==> src/inc/lcs_pkg.sv <==
// Constants, register map and state codes of the line contactor sequencer.
// Assumes a single 200 MHz core clock and an AXI4-Lite register bus.
//
// How it works
// - Command bit routed to chosen digital outputs
// - Contactor closes shortly before motor is energised
// - After off, hold contactor for holding time
// - Default feedback is the own command bit
// - Monitored feedback is an inverted digital input
// - Fault when feedback misses the monitoring time
// - Safe torque off opens now or after holding
package lcs_pkg;
    // ==========================================================
    // Clock and time
    localparam int unsigned CLK_FREQ_HZ = 200_000_000;
    localparam int unsigned MS_PER_S = 1000;
    // Cycles in one millisecond, derived from the clock rate
    localparam int unsigned CYCLES_PER_MS = CLK_FREQ_HZ / MS_PER_S;
    localparam logic [15:0] HOLD_TIME_MS = 16'h0032;
    localparam logic [15:0] MON_TIME_MS = 16'h0064;
    // Lead of the contactor ahead of the motor
    localparam logic [15:0] LEAD_TIME_MS = 16'h0001;
    // ==========================================================
    // Register byte offsets
    localparam logic [7:0] ADDR_CONFIG = 8'h00;
    localparam logic [7:0] ADDR_HOLD = 8'h04;
    localparam logic [7:0] ADDR_MON = 8'h08;
    localparam logic [7:0] ADDR_ROUTE = 8'h0c;
    localparam logic [7:0] ADDR_STATUS = 8'h10;
    localparam logic [7:0] ADDR_IRQ_STAT = 8'h14;
    localparam logic [7:0] ADDR_IRQ_MASK = 8'h18;
    // ==========================================================
    // Field positions
    localparam int CFG_MON_EN = 0;
    localparam int CFG_SEL_LSB = 1;
    localparam int CFG_STO_SEQ = 8;
    localparam int STAT_CMD = 0;
    localparam int STAT_FB = 1;
    localparam int STAT_MOTOR = 2;
    localparam int STAT_STATE_LSB = 4;
    localparam int IRQ_FAULT = 0;
    localparam int IRQ_CLOSED = 1;
    localparam int IRQ_OPENED = 2;
    localparam int IRQ_W = 3;
    // ==========================================================
    // Reset values
    localparam logic [15:0] CONFIG_RST = 16'h0000;
    localparam logic [31:0] ROUTE_RST = 32'h0000_0000;
    localparam logic [2:0] IRQ_MASK_RST = 3'h0;
    // ==========================================================
    // Bus answers
    localparam logic [1:0] RESP_OKAY = 2'h0;
    localparam logic [1:0] RESP_SLVERR = 2'h2;
    // Sequencer states
    typedef enum logic [1:0] {
        ST_OPEN = 2'b00,
        ST_CLOSING = 2'b01,
        ST_RUNNING = 2'b10,
        ST_HOLDING = 2'b11
    } seq_state_t;
endpackage

==> src/logic/lcs_sync2.sv <==
// Two-flop synchroniser for pin inputs.
// Assumes the inputs are slow levels, not multi-bit words.
`timescale 1ns/1ps
`default_nettype none
module lcs_sync2 #(
    parameter int W = 1
) (
    // Clock and reset
    input wire logic i_core_clk,
    input wire logic i_rstn,
    // Asynchronous levels
    input wire logic [W-1:0] i_async,
    // Synchronised levels
    output logic [W-1:0] o_sync
);
    // First stage, read only by the second
    logic [W-1:0] meta_reg;

    // ==========================================================
    // Two stages
    always_ff @(posedge i_core_clk or negedge i_rstn)
    begin
        if (!i_rstn)
        begin
            meta_reg <= '0;
            o_sync <= '0;
        end
        else
        begin
            meta_reg <= i_async;
            o_sync <= meta_reg;
        end
    end
endmodule
`default_nettype wire

==> src/logic/lcs_ms_timer.sv <==
// Millisecond one-shot timer with its own prescaler.
// Assumes start and stop come from logic on the same clock.
`timescale 1ns/1ps
`default_nettype none
module lcs_ms_timer #(
    parameter int unsigned CYCLES_PER_MS = lcs_pkg::CYCLES_PER_MS
) (
    // Clock and reset
    input wire logic i_core_clk,
    input wire logic i_rstn,
    // Control
    input wire logic i_start,
    input wire logic i_stop,
    input wire logic [15:0] i_load_ms,
    // State
    output logic o_busy,
    output logic o_expired
);
    // Milliseconds left and cycles within the current one
    logic [15:0] ms_reg;
    logic [31:0] cyc_reg;
    wire last_cyc = (cyc_reg == 32'(CYCLES_PER_MS - 1));
    wire done = (ms_reg == 16'h0000) ||
        (last_cyc && (ms_reg == 16'h0001));

    // ==========================================================
    // Prescaler restarts with each start, so timing is exact
    always_ff @(posedge i_core_clk or negedge i_rstn)
    begin
        if (!i_rstn)
        begin
            ms_reg <= 16'h0000;
            cyc_reg <= 32'h0000_0000;
            o_busy <= 1'b0;
            o_expired <= 1'b0;
        end
        else
        begin
            o_expired <= 1'b0;
            if (i_start)
            begin
                ms_reg <= i_load_ms;
                cyc_reg <= 32'h0000_0000;
                o_busy <= 1'b1;
            end
            else if (i_stop)
                o_busy <= 1'b0;
            else if (o_busy && done)
            begin
                o_busy <= 1'b0;
                o_expired <= 1'b1;
            end
            else if (o_busy && last_cyc)
            begin
                cyc_reg <= 32'h0000_0000;
                ms_reg <= ms_reg - 16'h0001;
            end
            else if (o_busy)
                cyc_reg <= cyc_reg + 32'h0000_0001;
        end
    end
endmodule
`default_nettype wire

==> src/logic/lcs_top.sv <==
// Line contactor sequencer with AXI4-Lite registers and interrupt.
// Assumes run request from logic on this clock; stop and inputs are pins.
`timescale 1ns/1ps
`default_nettype none
module lcs_top #(
    parameter int NDO = 4,
    parameter int NDI = 8,
    parameter int unsigned CYCLES_PER_MS = lcs_pkg::CYCLES_PER_MS
) (
    // Clock and reset
    input wire logic i_core_clk,
    input wire logic i_rstn,
    // AXI4-Lite write address
    input wire logic i_awvalid,
    output logic o_awready,
    input wire logic [7:0] i_awaddr,
    // AXI4-Lite write data
    input wire logic i_wvalid,
    output logic o_wready,
    input wire logic [31:0] i_wdata,
    input wire logic [3:0] i_wstrb,
    // AXI4-Lite write response
    output logic o_bvalid,
    input wire logic i_bready,
    output logic [1:0] o_bresp,
    // AXI4-Lite read address
    input wire logic i_arvalid,
    output logic o_arready,
    input wire logic [7:0] i_araddr,
    // AXI4-Lite read data
    output logic o_rvalid,
    input wire logic i_rready,
    output logic [31:0] o_rdata,
    output logic [1:0] o_rresp,
    // Drive control
    input wire logic i_run_request,
    input wire logic i_safe_torque_off,
    input wire logic [NDI-1:0] i_feedback_digital_input,
    // Contactor and motor
    output logic o_contactor_command_bit,
    output logic [NDO-1:0] o_digital_output,
    output logic o_motor_enable,
    output logic o_contactor_feedback_fault,
    output logic o_irq
);
    localparam int SW = $clog2(NDI);

    // ==========================================================
    // Byte-lane merge of a write into a stored word
    function automatic logic [31:0] wmerge(input logic [31:0] old,
        input logic [31:0] data, input logic [3:0] strb);
        logic [31:0] r;
        r = old;
        for (int b = 0; b < 4; b++)
            if (strb[b])
                r[8*b +: 8] = data[8*b +: 8];
        return r;
    endfunction

    // ==========================================================
    // Pin synchronisers
    logic sto_sync; // Safe torque off, synchronised
    logic [NDI-1:0] din_sync; // Feedback inputs, synchronised
    lcs_sync2 #(.W(1)) u_sync_sto (
        .i_core_clk(i_core_clk),
        .i_rstn(i_rstn),
        .i_async(i_safe_torque_off),
        .o_sync(sto_sync)
    );
    lcs_sync2 #(.W(NDI)) u_sync_din (
        .i_core_clk(i_core_clk),
        .i_rstn(i_rstn),
        .i_async(i_feedback_digital_input),
        .o_sync(din_sync)
    );

    // ==========================================================
    // Register storage
    logic [15:0] cfg_reg; // Monitor enable, input select, stop mode
    logic [15:0] hold_reg; // Off holding time in ms
    logic [15:0] mon_reg; // Feedback monitoring time in ms
    logic [NDO-1:0] route_reg; // Outputs carrying the command
    logic [2:0] irq_stat_reg; // Sticky events
    logic [2:0] irq_mask_reg; // Event enables
    lcs_pkg::seq_state_t state_reg;
    lcs_pkg::seq_state_t state_next;

    // Configuration fields
    wire mon_en = cfg_reg[lcs_pkg::CFG_MON_EN];
    wire [SW-1:0] fb_sel = cfg_reg[lcs_pkg::CFG_SEL_LSB +: SW];
    wire sto_seq = cfg_reg[lcs_pkg::CFG_STO_SEQ];
    wire fault = irq_stat_reg[lcs_pkg::IRQ_FAULT];

    // ==========================================================
    // Write channel: address and data taken in either order
    logic aw_held_reg; // Address captured, awaiting data
    logic w_held_reg; // Data captured, awaiting address
    logic [7:0] waddr_reg;
    logic [31:0] wdata_reg;
    logic [3:0] wstrb_reg;
    wire aw_fire = i_awvalid && o_awready;
    wire w_fire = i_wvalid && o_wready;
    wire [7:0] wa = aw_fire ? i_awaddr : waddr_reg;
    wire [31:0] wd = w_fire ? i_wdata : wdata_reg;
    wire [3:0] ws = w_fire ? i_wstrb : wstrb_reg;
    wire wr_go = (aw_held_reg || aw_fire) && (w_held_reg || w_fire);

    // Write address decode
    wire wr_cfg = wr_go && (wa == lcs_pkg::ADDR_CONFIG);
    wire wr_hold = wr_go && (wa == lcs_pkg::ADDR_HOLD);
    wire wr_mon = wr_go && (wa == lcs_pkg::ADDR_MON);
    wire wr_route = wr_go && (wa == lcs_pkg::ADDR_ROUTE);
    wire wr_stat = wr_go && (wa == lcs_pkg::ADDR_IRQ_STAT);
    wire wr_mask = wr_go && (wa == lcs_pkg::ADDR_IRQ_MASK);
    wire wr_ro = wr_go && (wa == lcs_pkg::ADDR_STATUS);
    wire wr_ok = wr_cfg || wr_hold || wr_mon || wr_route ||
        wr_stat || wr_mask || wr_ro;

    // Merged values for the writable words
    wire [31:0] cfg_m = wmerge({16'h0000, cfg_reg}, wd, ws);
    wire [31:0] hold_m = wmerge({16'h0000, hold_reg}, wd, ws);
    wire [31:0] mon_m = wmerge({16'h0000, mon_reg}, wd, ws);
    wire [31:0] route_m = wmerge(32'(route_reg), wd, ws);
    wire [31:0] mask_m = wmerge({29'h0, irq_mask_reg}, wd, ws);
    wire [31:0] clr_m = wmerge(32'h0, wd, ws);

    // Handshake state for the write side
    always_ff @(posedge i_core_clk or negedge i_rstn)
    begin
        if (!i_rstn)
        begin
            aw_held_reg <= 1'b0;
            w_held_reg <= 1'b0;
            waddr_reg <= 8'h00;
            wdata_reg <= 32'h0000_0000;
            wstrb_reg <= 4'h0;
            o_bvalid <= 1'b0;
            o_bresp <= lcs_pkg::RESP_OKAY;
        end
        else
        begin
            if (aw_fire)
                waddr_reg <= i_awaddr;
            if (w_fire)
            begin
                wdata_reg <= i_wdata;
                wstrb_reg <= i_wstrb;
            end
            // A half that waits is held until its partner arrives
            aw_held_reg <= (aw_held_reg || aw_fire) && !wr_go;
            w_held_reg <= (w_held_reg || w_fire) && !wr_go;
            if (wr_go)
            begin
                o_bvalid <= 1'b1;
                o_bresp <= wr_ok ? lcs_pkg::RESP_OKAY
                    : lcs_pkg::RESP_SLVERR;
            end
            else if (i_bready)
                o_bvalid <= 1'b0;
        end
    end

    // Ready only when that half is free and no answer is pending
    always_ff @(posedge i_core_clk or negedge i_rstn)
    begin
        if (!i_rstn)
        begin
            o_awready <= 1'b0;
            o_wready <= 1'b0;
        end
        else
        begin
            o_awready <= !(aw_held_reg || aw_fire) || wr_go ? 
                !wr_go && !o_bvalid && !(aw_held_reg || aw_fire) : 1'b0;
            o_wready <= !(w_held_reg || w_fire) || wr_go ?
                !wr_go && !o_bvalid && !(w_held_reg || w_fire) : 1'b0;
        end
    end

    // ==========================================================
    // Read channel
    wire feedback_w; // Selected contactor feedback
    wire ar_fire = i_arvalid && o_arready;
    wire [31:0] status_w = 32'({state_reg, 1'b0, o_motor_enable,
        1'b0, o_contactor_command_bit}) |
        (32'(feedback_w) << lcs_pkg::STAT_FB);
    wire rd_hit = (i_araddr == lcs_pkg::ADDR_CONFIG) ||
        (i_araddr == lcs_pkg::ADDR_HOLD) ||
        (i_araddr == lcs_pkg::ADDR_MON) ||
        (i_araddr == lcs_pkg::ADDR_ROUTE) ||
        (i_araddr == lcs_pkg::ADDR_STATUS) ||
        (i_araddr == lcs_pkg::ADDR_IRQ_STAT) ||
        (i_araddr == lcs_pkg::ADDR_IRQ_MASK);
    wire [31:0] rd_w =
        (i_araddr == lcs_pkg::ADDR_CONFIG) ? {16'h0000, cfg_reg} :
        (i_araddr == lcs_pkg::ADDR_HOLD) ? {16'h0000, hold_reg} :
        (i_araddr == lcs_pkg::ADDR_MON) ? {16'h0000, mon_reg} :
        (i_araddr == lcs_pkg::ADDR_ROUTE) ? 32'(route_reg) :
        (i_araddr == lcs_pkg::ADDR_STATUS) ? status_w :
        (i_araddr == lcs_pkg::ADDR_IRQ_STAT) ? {29'h0, irq_stat_reg} :
        (i_araddr == lcs_pkg::ADDR_IRQ_MASK) ? {29'h0, irq_mask_reg} :
        32'h0000_0000;

    // One read at a time; unmapped reads answer zero with an error
    always_ff @(posedge i_core_clk or negedge i_rstn)
    begin
        if (!i_rstn)
        begin
            o_arready <= 1'b0;
            o_rvalid <= 1'b0;
            o_rdata <= 32'h0000_0000;
            o_rresp <= lcs_pkg::RESP_OKAY;
        end
        else
        begin
            o_arready <= !o_rvalid && !ar_fire && !o_arready;
            if (ar_fire)
            begin
                o_rvalid <= 1'b1;
                o_rdata <= rd_w;
                o_rresp <= rd_hit ? lcs_pkg::RESP_OKAY
                    : lcs_pkg::RESP_SLVERR;
            end
            else if (i_rready)
                o_rvalid <= 1'b0;
        end
    end

    // ==========================================================
    // Feedback choice: own command, or an inverted input pin
    assign feedback_w = mon_en ? !din_sync[fb_sel]
        : o_contactor_command_bit;

    // ==========================================================
    // Timers
    logic seq_busy;
    logic seq_exp; // Lead or holding time has run out
    logic mon_busy;
    logic mon_exp; // Monitoring time has run out
    wire seq_start = (state_next != state_reg) &&
        ((state_next == lcs_pkg::ST_CLOSING) ||
        (state_next == lcs_pkg::ST_HOLDING));
    wire seq_stop = (state_next == lcs_pkg::ST_OPEN) ||
        (state_next == lcs_pkg::ST_RUNNING);
    wire [15:0] seq_load = (state_next == lcs_pkg::ST_CLOSING) ?
        lcs_pkg::LEAD_TIME_MS : hold_reg;
    wire cmd_next = (state_next != lcs_pkg::ST_OPEN);
    wire cmd_change = (cmd_next != o_contactor_command_bit);
    // Restart on every change, stop once feedback agrees
    wire mon_start = cmd_change;
    wire fb_match = (feedback_w == o_contactor_command_bit);
    wire mon_stop = mon_busy && fb_match;
    // Fault only while the contactor still disagrees
    wire fault_set = mon_exp && mon_en && !fb_match;

    lcs_ms_timer #(.CYCLES_PER_MS(CYCLES_PER_MS)) u_seq_timer (
        .i_core_clk(i_core_clk),
        .i_rstn(i_rstn),
        .i_start(seq_start),
        .i_stop(seq_stop),
        .i_load_ms(seq_load),
        .o_busy(seq_busy),
        .o_expired(seq_exp)
    );
    lcs_ms_timer #(.CYCLES_PER_MS(CYCLES_PER_MS)) u_mon_timer (
        .i_core_clk(i_core_clk),
        .i_rstn(i_rstn),
        .i_start(mon_start),
        .i_stop(mon_stop),
        .i_load_ms(mon_reg),
        .o_busy(mon_busy),
        .o_expired(mon_exp)
    );

    // ==========================================================
    // Sequencer decisions
    wire sto_now = sto_sync && !sto_seq; // Open at once
    wire run_ok = i_run_request && !sto_sync && !fault;
    wire cut = fault || sto_now || fault_set;

    // Next state; a pending fault blocks closing again
    always_comb
    begin
        state_next = state_reg;
        case (state_reg)
            lcs_pkg::ST_OPEN:
                if (run_ok && !fault_set)
                    state_next = lcs_pkg::ST_CLOSING;
            lcs_pkg::ST_CLOSING:
                if (cut)
                    state_next = lcs_pkg::ST_OPEN;
                else if (!run_ok)
                    state_next = lcs_pkg::ST_HOLDING;
                else if (seq_exp)
                    state_next = lcs_pkg::ST_RUNNING;
            lcs_pkg::ST_RUNNING:
                if (cut)
                    state_next = lcs_pkg::ST_OPEN;
                else if (!run_ok)
                    state_next = lcs_pkg::ST_HOLDING;
            lcs_pkg::ST_HOLDING:
                // Expiry beats a fresh run request in the same cycle
                if (cut || seq_exp)
                    state_next = lcs_pkg::ST_OPEN;
                else if (run_ok)
                    state_next = lcs_pkg::ST_RUNNING;
            default:
                state_next = lcs_pkg::ST_OPEN;
        endcase
    end

    // Command, routed outputs and motor enable, all registered
    always_ff @(posedge i_core_clk or negedge i_rstn)
    begin
        if (!i_rstn)
        begin
            state_reg <= lcs_pkg::ST_OPEN;
            o_contactor_command_bit <= 1'b0;
            o_digital_output <= '0;
            o_motor_enable <= 1'b0;
        end
        else
        begin
            state_reg <= state_next;
            o_contactor_command_bit <= cmd_next;
            o_digital_output <= route_reg & {NDO{cmd_next}};
            o_motor_enable <= (state_next == lcs_pkg::ST_RUNNING);
        end
    end

    // ==========================================================
    // Configuration registers
    always_ff @(posedge i_core_clk or negedge i_rstn)
    begin
        if (!i_rstn)
        begin
            cfg_reg <= lcs_pkg::CONFIG_RST;
            hold_reg <= lcs_pkg::HOLD_TIME_MS;
            mon_reg <= lcs_pkg::MON_TIME_MS;
            route_reg <= lcs_pkg::ROUTE_RST[NDO-1:0];
            irq_mask_reg <= lcs_pkg::IRQ_MASK_RST;
        end
        else
        begin
            if (wr_cfg)
                cfg_reg <= cfg_m[15:0];
            if (wr_hold)
                hold_reg <= hold_m[15:0];
            if (wr_mon)
                mon_reg <= mon_m[15:0];
            if (wr_route)
                route_reg <= route_m[NDO-1:0];
            if (wr_mask)
                irq_mask_reg <= mask_m[2:0];
        end
    end

    // ==========================================================
    // Interrupts: new events win over a clear in the same cycle
    wire [2:0] irq_set = {o_contactor_command_bit && !cmd_next,
        !o_contactor_command_bit && cmd_next, fault_set};
    wire [2:0] irq_clr = wr_stat ? clr_m[2:0] : 3'h0;
    wire [2:0] irq_stat_next = (irq_stat_reg & ~irq_clr) | irq_set;

    always_ff @(posedge i_core_clk or negedge i_rstn)
    begin
        if (!i_rstn)
        begin
            irq_stat_reg <= 3'h0;
            o_irq <= 1'b0;
            o_contactor_feedback_fault <= 1'b0;
        end
        else
        begin
            irq_stat_reg <= irq_stat_next;
            o_irq <= |(irq_stat_next & irq_mask_reg);
            o_contactor_feedback_fault <= irq_stat_next[0];
        end
    end
endmodule
`default_nettype wire

==> config.mk <==
export PLATFORM = sky130hd
export DESIGN_NAME = lcs_top
export DESIGN_NICKNAME = d
export VERILOG_FILES = /design/src/inc/lcs_pkg.sv /design/src/logic/lcs_sync2.sv /design/src/logic/lcs_ms_timer.sv /design/src/logic/lcs_top.sv
export SDC_FILE = /design/constraint.sdc
export NUM_CORES = 1
export LEC_CHECK = 0
export BUFFER_PORTS_ARGS = -buffer_cell sky130_fd_sc_hd__buf_2
export CAP_MARGIN = 10
export CORE_MARGIN = 3
export CORE_UTILIZATION = 60
export DETAILED_ROUTE_END_ITERATION = 10
export MAX_ROUTING_LAYER = met4
export PLACE_DENSITY = 0.92
export SYNTH_ARGS = -nofsm -noshare
export SYNTH_HDL_FRONTEND = slang
export SYNTH_HIERARCHICAL = 1
export SYNTH_SLANG_ARGS = --single-unit
==> constraint.sdc <==
create_clock -name i_core_clk -period 6.6 [get_ports i_core_clk]
set_input_delay 0.99 -clock i_core_clk [delete_from_list [all_inputs] [get_ports i_core_clk]]
set_output_delay 0.99 -clock i_core_clk [all_outputs]
set_load 0.05 [all_outputs]
==> key figures <==
Outcome
  – Status: complete, no violations

CTS
  – Clk_lat worst skew: 0.52 ns
  – Num CTS Buffers: 24
  – CTS tree: done
  – Clock sinks: 236
  – Longest Clk Path Bufs: 3
  – Clk slew on worst S/H paths: 0.06 ns
  – Root Buffer: clkbuf_16
  – # hold bufs at CTS: 0
  – Post-CTS setup buffers: 0
  – Post-CTS sizing: 0
  – H-tree depth: 1

Setup path
  – CP Data Required Time: 7.01 ns
  – Reg-to-reg endpoint: u_mon_timer/cyc_reg[17]
  – Cells along the critical path: mux2i_1, mux4_2, xnor2_1, nand3_1, and2_0, inv_1, ha_1, inv_1, buf_4, inv_1, nand4_1, o21ai_1, o21ai_0, o31ai_1
  – Crit path from: cfg_reg[1]
  – CP Buf/Inv Count: 4
  – Crit Path Category: reg -> reg
  – Flop-to-flop setup slack: 1.64 ns
  – Max stage delay on crit path: 0.91 ns
  – WP data arrival: 5.37 ns
  – R2R cell count: 14
  – Max FO, Critical Path: 36
  – Levels on crit path: 14
  – Reg2reg start: cfg_reg[1]
  – Kind of cell adding the most delay to the critical path: compound AO/OA/AOI/OAI gates
  – CP endpoint kind: flop
  – Slowest-stage cell, CP: o21ai_1
  – Setup crit end: u_mon_timer/cyc_reg[17]
  – Startpoint Class: flop
  – CP most frequent cell: inv_1

GRT
  – Initial antenna violation count: 0
  – Total track usage: 29.9%
  – Vias in the first global route: 9971
  – GRT overflow: 0
  – Pin count of the biggest net entering global routing: 100
  – First-pass GRT wire length: 52300 um

STA
  – Fin crit share: 75.2%
  – Slew headroom: 15.1%
  – Final hold violation count: 0
  – Tmin final: 4.96 ns
  – Final setup fails: 0
  – Pins Over Slew Limit: 0
  – Max frequency: 0.202 GHz
  – Unrepaired setup endpoints after global routing: false
  – Post-route clock skew: 0.0183 ns
  – Worst-Margin Slew: 1.26 ns
  – Sum Neg Setup Slack: 0 ns

Floorplanning
  – Die width: 148 um
  – # IOs: 118
  – Num rows: 51
  – Die area: 22000 um2
  – Die height: 148 um
  – Core area: 19700 um2
  – Initial Util: 61.9%

Power
  – P_int: 2.66 mW
  – Pwr dens: 292 nW/um2
  – NetSw: 1.27 mW
  – Clock share of power: 32.6%
  – Switching part of the total: 32.3%
  – Share of power burned in registers: 46.4%
  – Leak pwr: 5.65 nW
  – Total Power: 3.93 mW
  – Combinational share of power: 21.0%
  – Worst ir drop on vdd: 0.000203 V

Min path
  – Hold crit path type: reg -> reg
  – WHS Path Cells: 0

Place
  – Final GP Congestion: 0.905
  – HPWL Detailed: 21100 um
  – Port Buffers: 81

Drt
  – Wire per inst: 20.8 um
  – Initial DRC count: 1007
  – Remaining routing DRC violations: 0
  – Post-Route WL: 31900 um
  – Antenna-violating nets left: 0
  – DR vias: 10100
  – Vias per cell: 6.60
  – Drt first pass iters: 7

Finish
  – Nets: 1332
  – Layout area overhead: 10.5%
  – Antenna cells: 0
  – Fillers: 1412
  – Share of layout cells above drive strength 1: 20.0%

Logic synthesis
  – Sequential-to-total area share from yosys stat: 48.6%
  – Netlist cell types: 78
  – Synth Register Bits: 236
  – Synth Instances: 1189
  – Warnings from Yosys: 6
  – Synth async-reset ratio: 100%
  – Post-Syn Area per Cell: 10.2 um2
  – Post-synth EDFFs: 0
  – Synth Flop Type: dfrtp_1
  – Mapped Area: 12200 um2

Flow run
  – Max cap viols: 0
[through the flow]
step	hold slack, ns	std cells	util (%)	worst slack [ns]	cell area, um2
3_3_place_gp	0.336	1491	64.6	2.05	12700
3_5_place_dp	0.335	1491	64.6	1.87	12700
2_1_floorplan	0.331	1206	-	3.37	12200
6_report	0.345	1533	68.4	1.64	13400
4_1_cts	0.346	1532	68.3	1.75	13400
5_1_grt	0.351	1533	68.4	1.25	13400
[placed cells by master, fill, tap and decap left out, types with 7 or more instances in the layout]
cell	instances
a31oi_1	24
a21oi_1	58
nand2b_1	10
xnor2_1	7
a211oi_1	7
nand3_1	44
clkbuf_1	8
nor3_1	30
or3_1	13
dfrtp_1	230
nor4b_1	7
o31ai_1	30
and3_1	18
a22o_1	9
mux2i_1	13
clkbuf_16	25
o41ai_1	9
o21ai_0	102
mux2_2	74
ha_1	10
or4_1	8
nand3b_1	7
nand2_1	78
buf_4	10
conb_1	18
xor2_1	11
buf_2	81
and4_1	8
inv_1	33
nor4_4	7
nor2_1	66
nand4_1	33
nor2b_1	29
and2_1	26
[synthesized netlist by cell type, types with 9 or more instances]
cell / count / area (um2)
xor2_1: 11 / 96.3
a31oi_1: 24 / 150
nand2b_1: 10 / 62.6
mux2_2: 74 / 833
o41ai_1: 9 / 78.8
and2_1: 26 / 163
clkbuf_1: 32 / 120
a21oi_1: 58 / 290
nor3_1: 30 / 150
nor2_1: 66 / 248
o21ai_0: 102 / 510
or3_1: 13 / 81.3
o31ai_1: 30 / 225
nand4_1: 33 / 206
nand3_1: 44 / 220
buf_4: 18 / 135
nand2_1: 78 / 293
buf_2: 16 / 80.1
a22o_1: 9 / 78.8
inv_1: 33 / 124
dfrtp_1: 230 / 5760
and3_1: 18 / 113
nor2b_1: 29 / 181
mux2i_1: 13 / 130
ha_1: 10 / 125
nor4b_1: 9 / 78.8
[final cells by class]
cell class / count / area, um2 / share of cell area, %
flip-flops and latches: 236 / 5910 / 44.0
multi-input cells: 866 / 5840 / 43.5
clock buffers: 37 / 711 / 5.29
repair buffers: 92 / 495 / 3.69
well taps: 265 / 332 / 2.47
inverters: 33 / 124 / 0.922
clock inverters: 4 / 20.0 / 0.149
[power by group through the flow]
stage	registers (mW)	logic, mW	clock network (mW)
after floorplan	1.87	0.508	0
after global placement	1.82	0.760	0
after detailed placement	1.83	0.795	0
after CTS	1.82	0.811	1.29
after global routing	1.84	0.883	1.36
final	1.82	0.825	1.28
[per-layer routing]
metal	vias up	track usage [%]	share of wire (%)
met4	0	11.9	4.3
met2	561	50.5	51
met5	-	-	0
met1	4958	36.7	37
met3	101	3.93	8.1
li1	4501	-	-
[logic make-up after synthesis]
logic type                 share of synthesized area (%)
other                                             0.0308
and+or+nand+nor                                     21.5
muxes                                               8.60
adders and majority gates                           1.03
DFF                                                 48.6
buffers and inverters                               3.99
AOI/OAI and AO/OA                                   14.9
xor gates and xnor gates                            1.30
[worst min-delay path by stage]
stage | endpoint | slack [ns] | from
final | u_sync_din/o_sync[3] | 0.34 | u_sync_din/meta_reg[3]
after global routing | u_sync_din/o_sync[0] | 0.35 | u_sync_din/meta_reg[0]
after CTS | u_sync_din/o_sync[3] | 0.35 | u_sync_din/meta_reg[3]
after detailed placement | u_sync_din/o_sync[3] | 0.33 | u_sync_din/meta_reg[3]
after global placement | u_sync_din/o_sync[2] | 0.34 | u_sync_din/meta_reg[2]
after floorplan | u_sync_din/o_sync[0] | 0.33 | u_sync_din/meta_reg[0]
No activity file was read; power rests on OpenSTA's default activity.
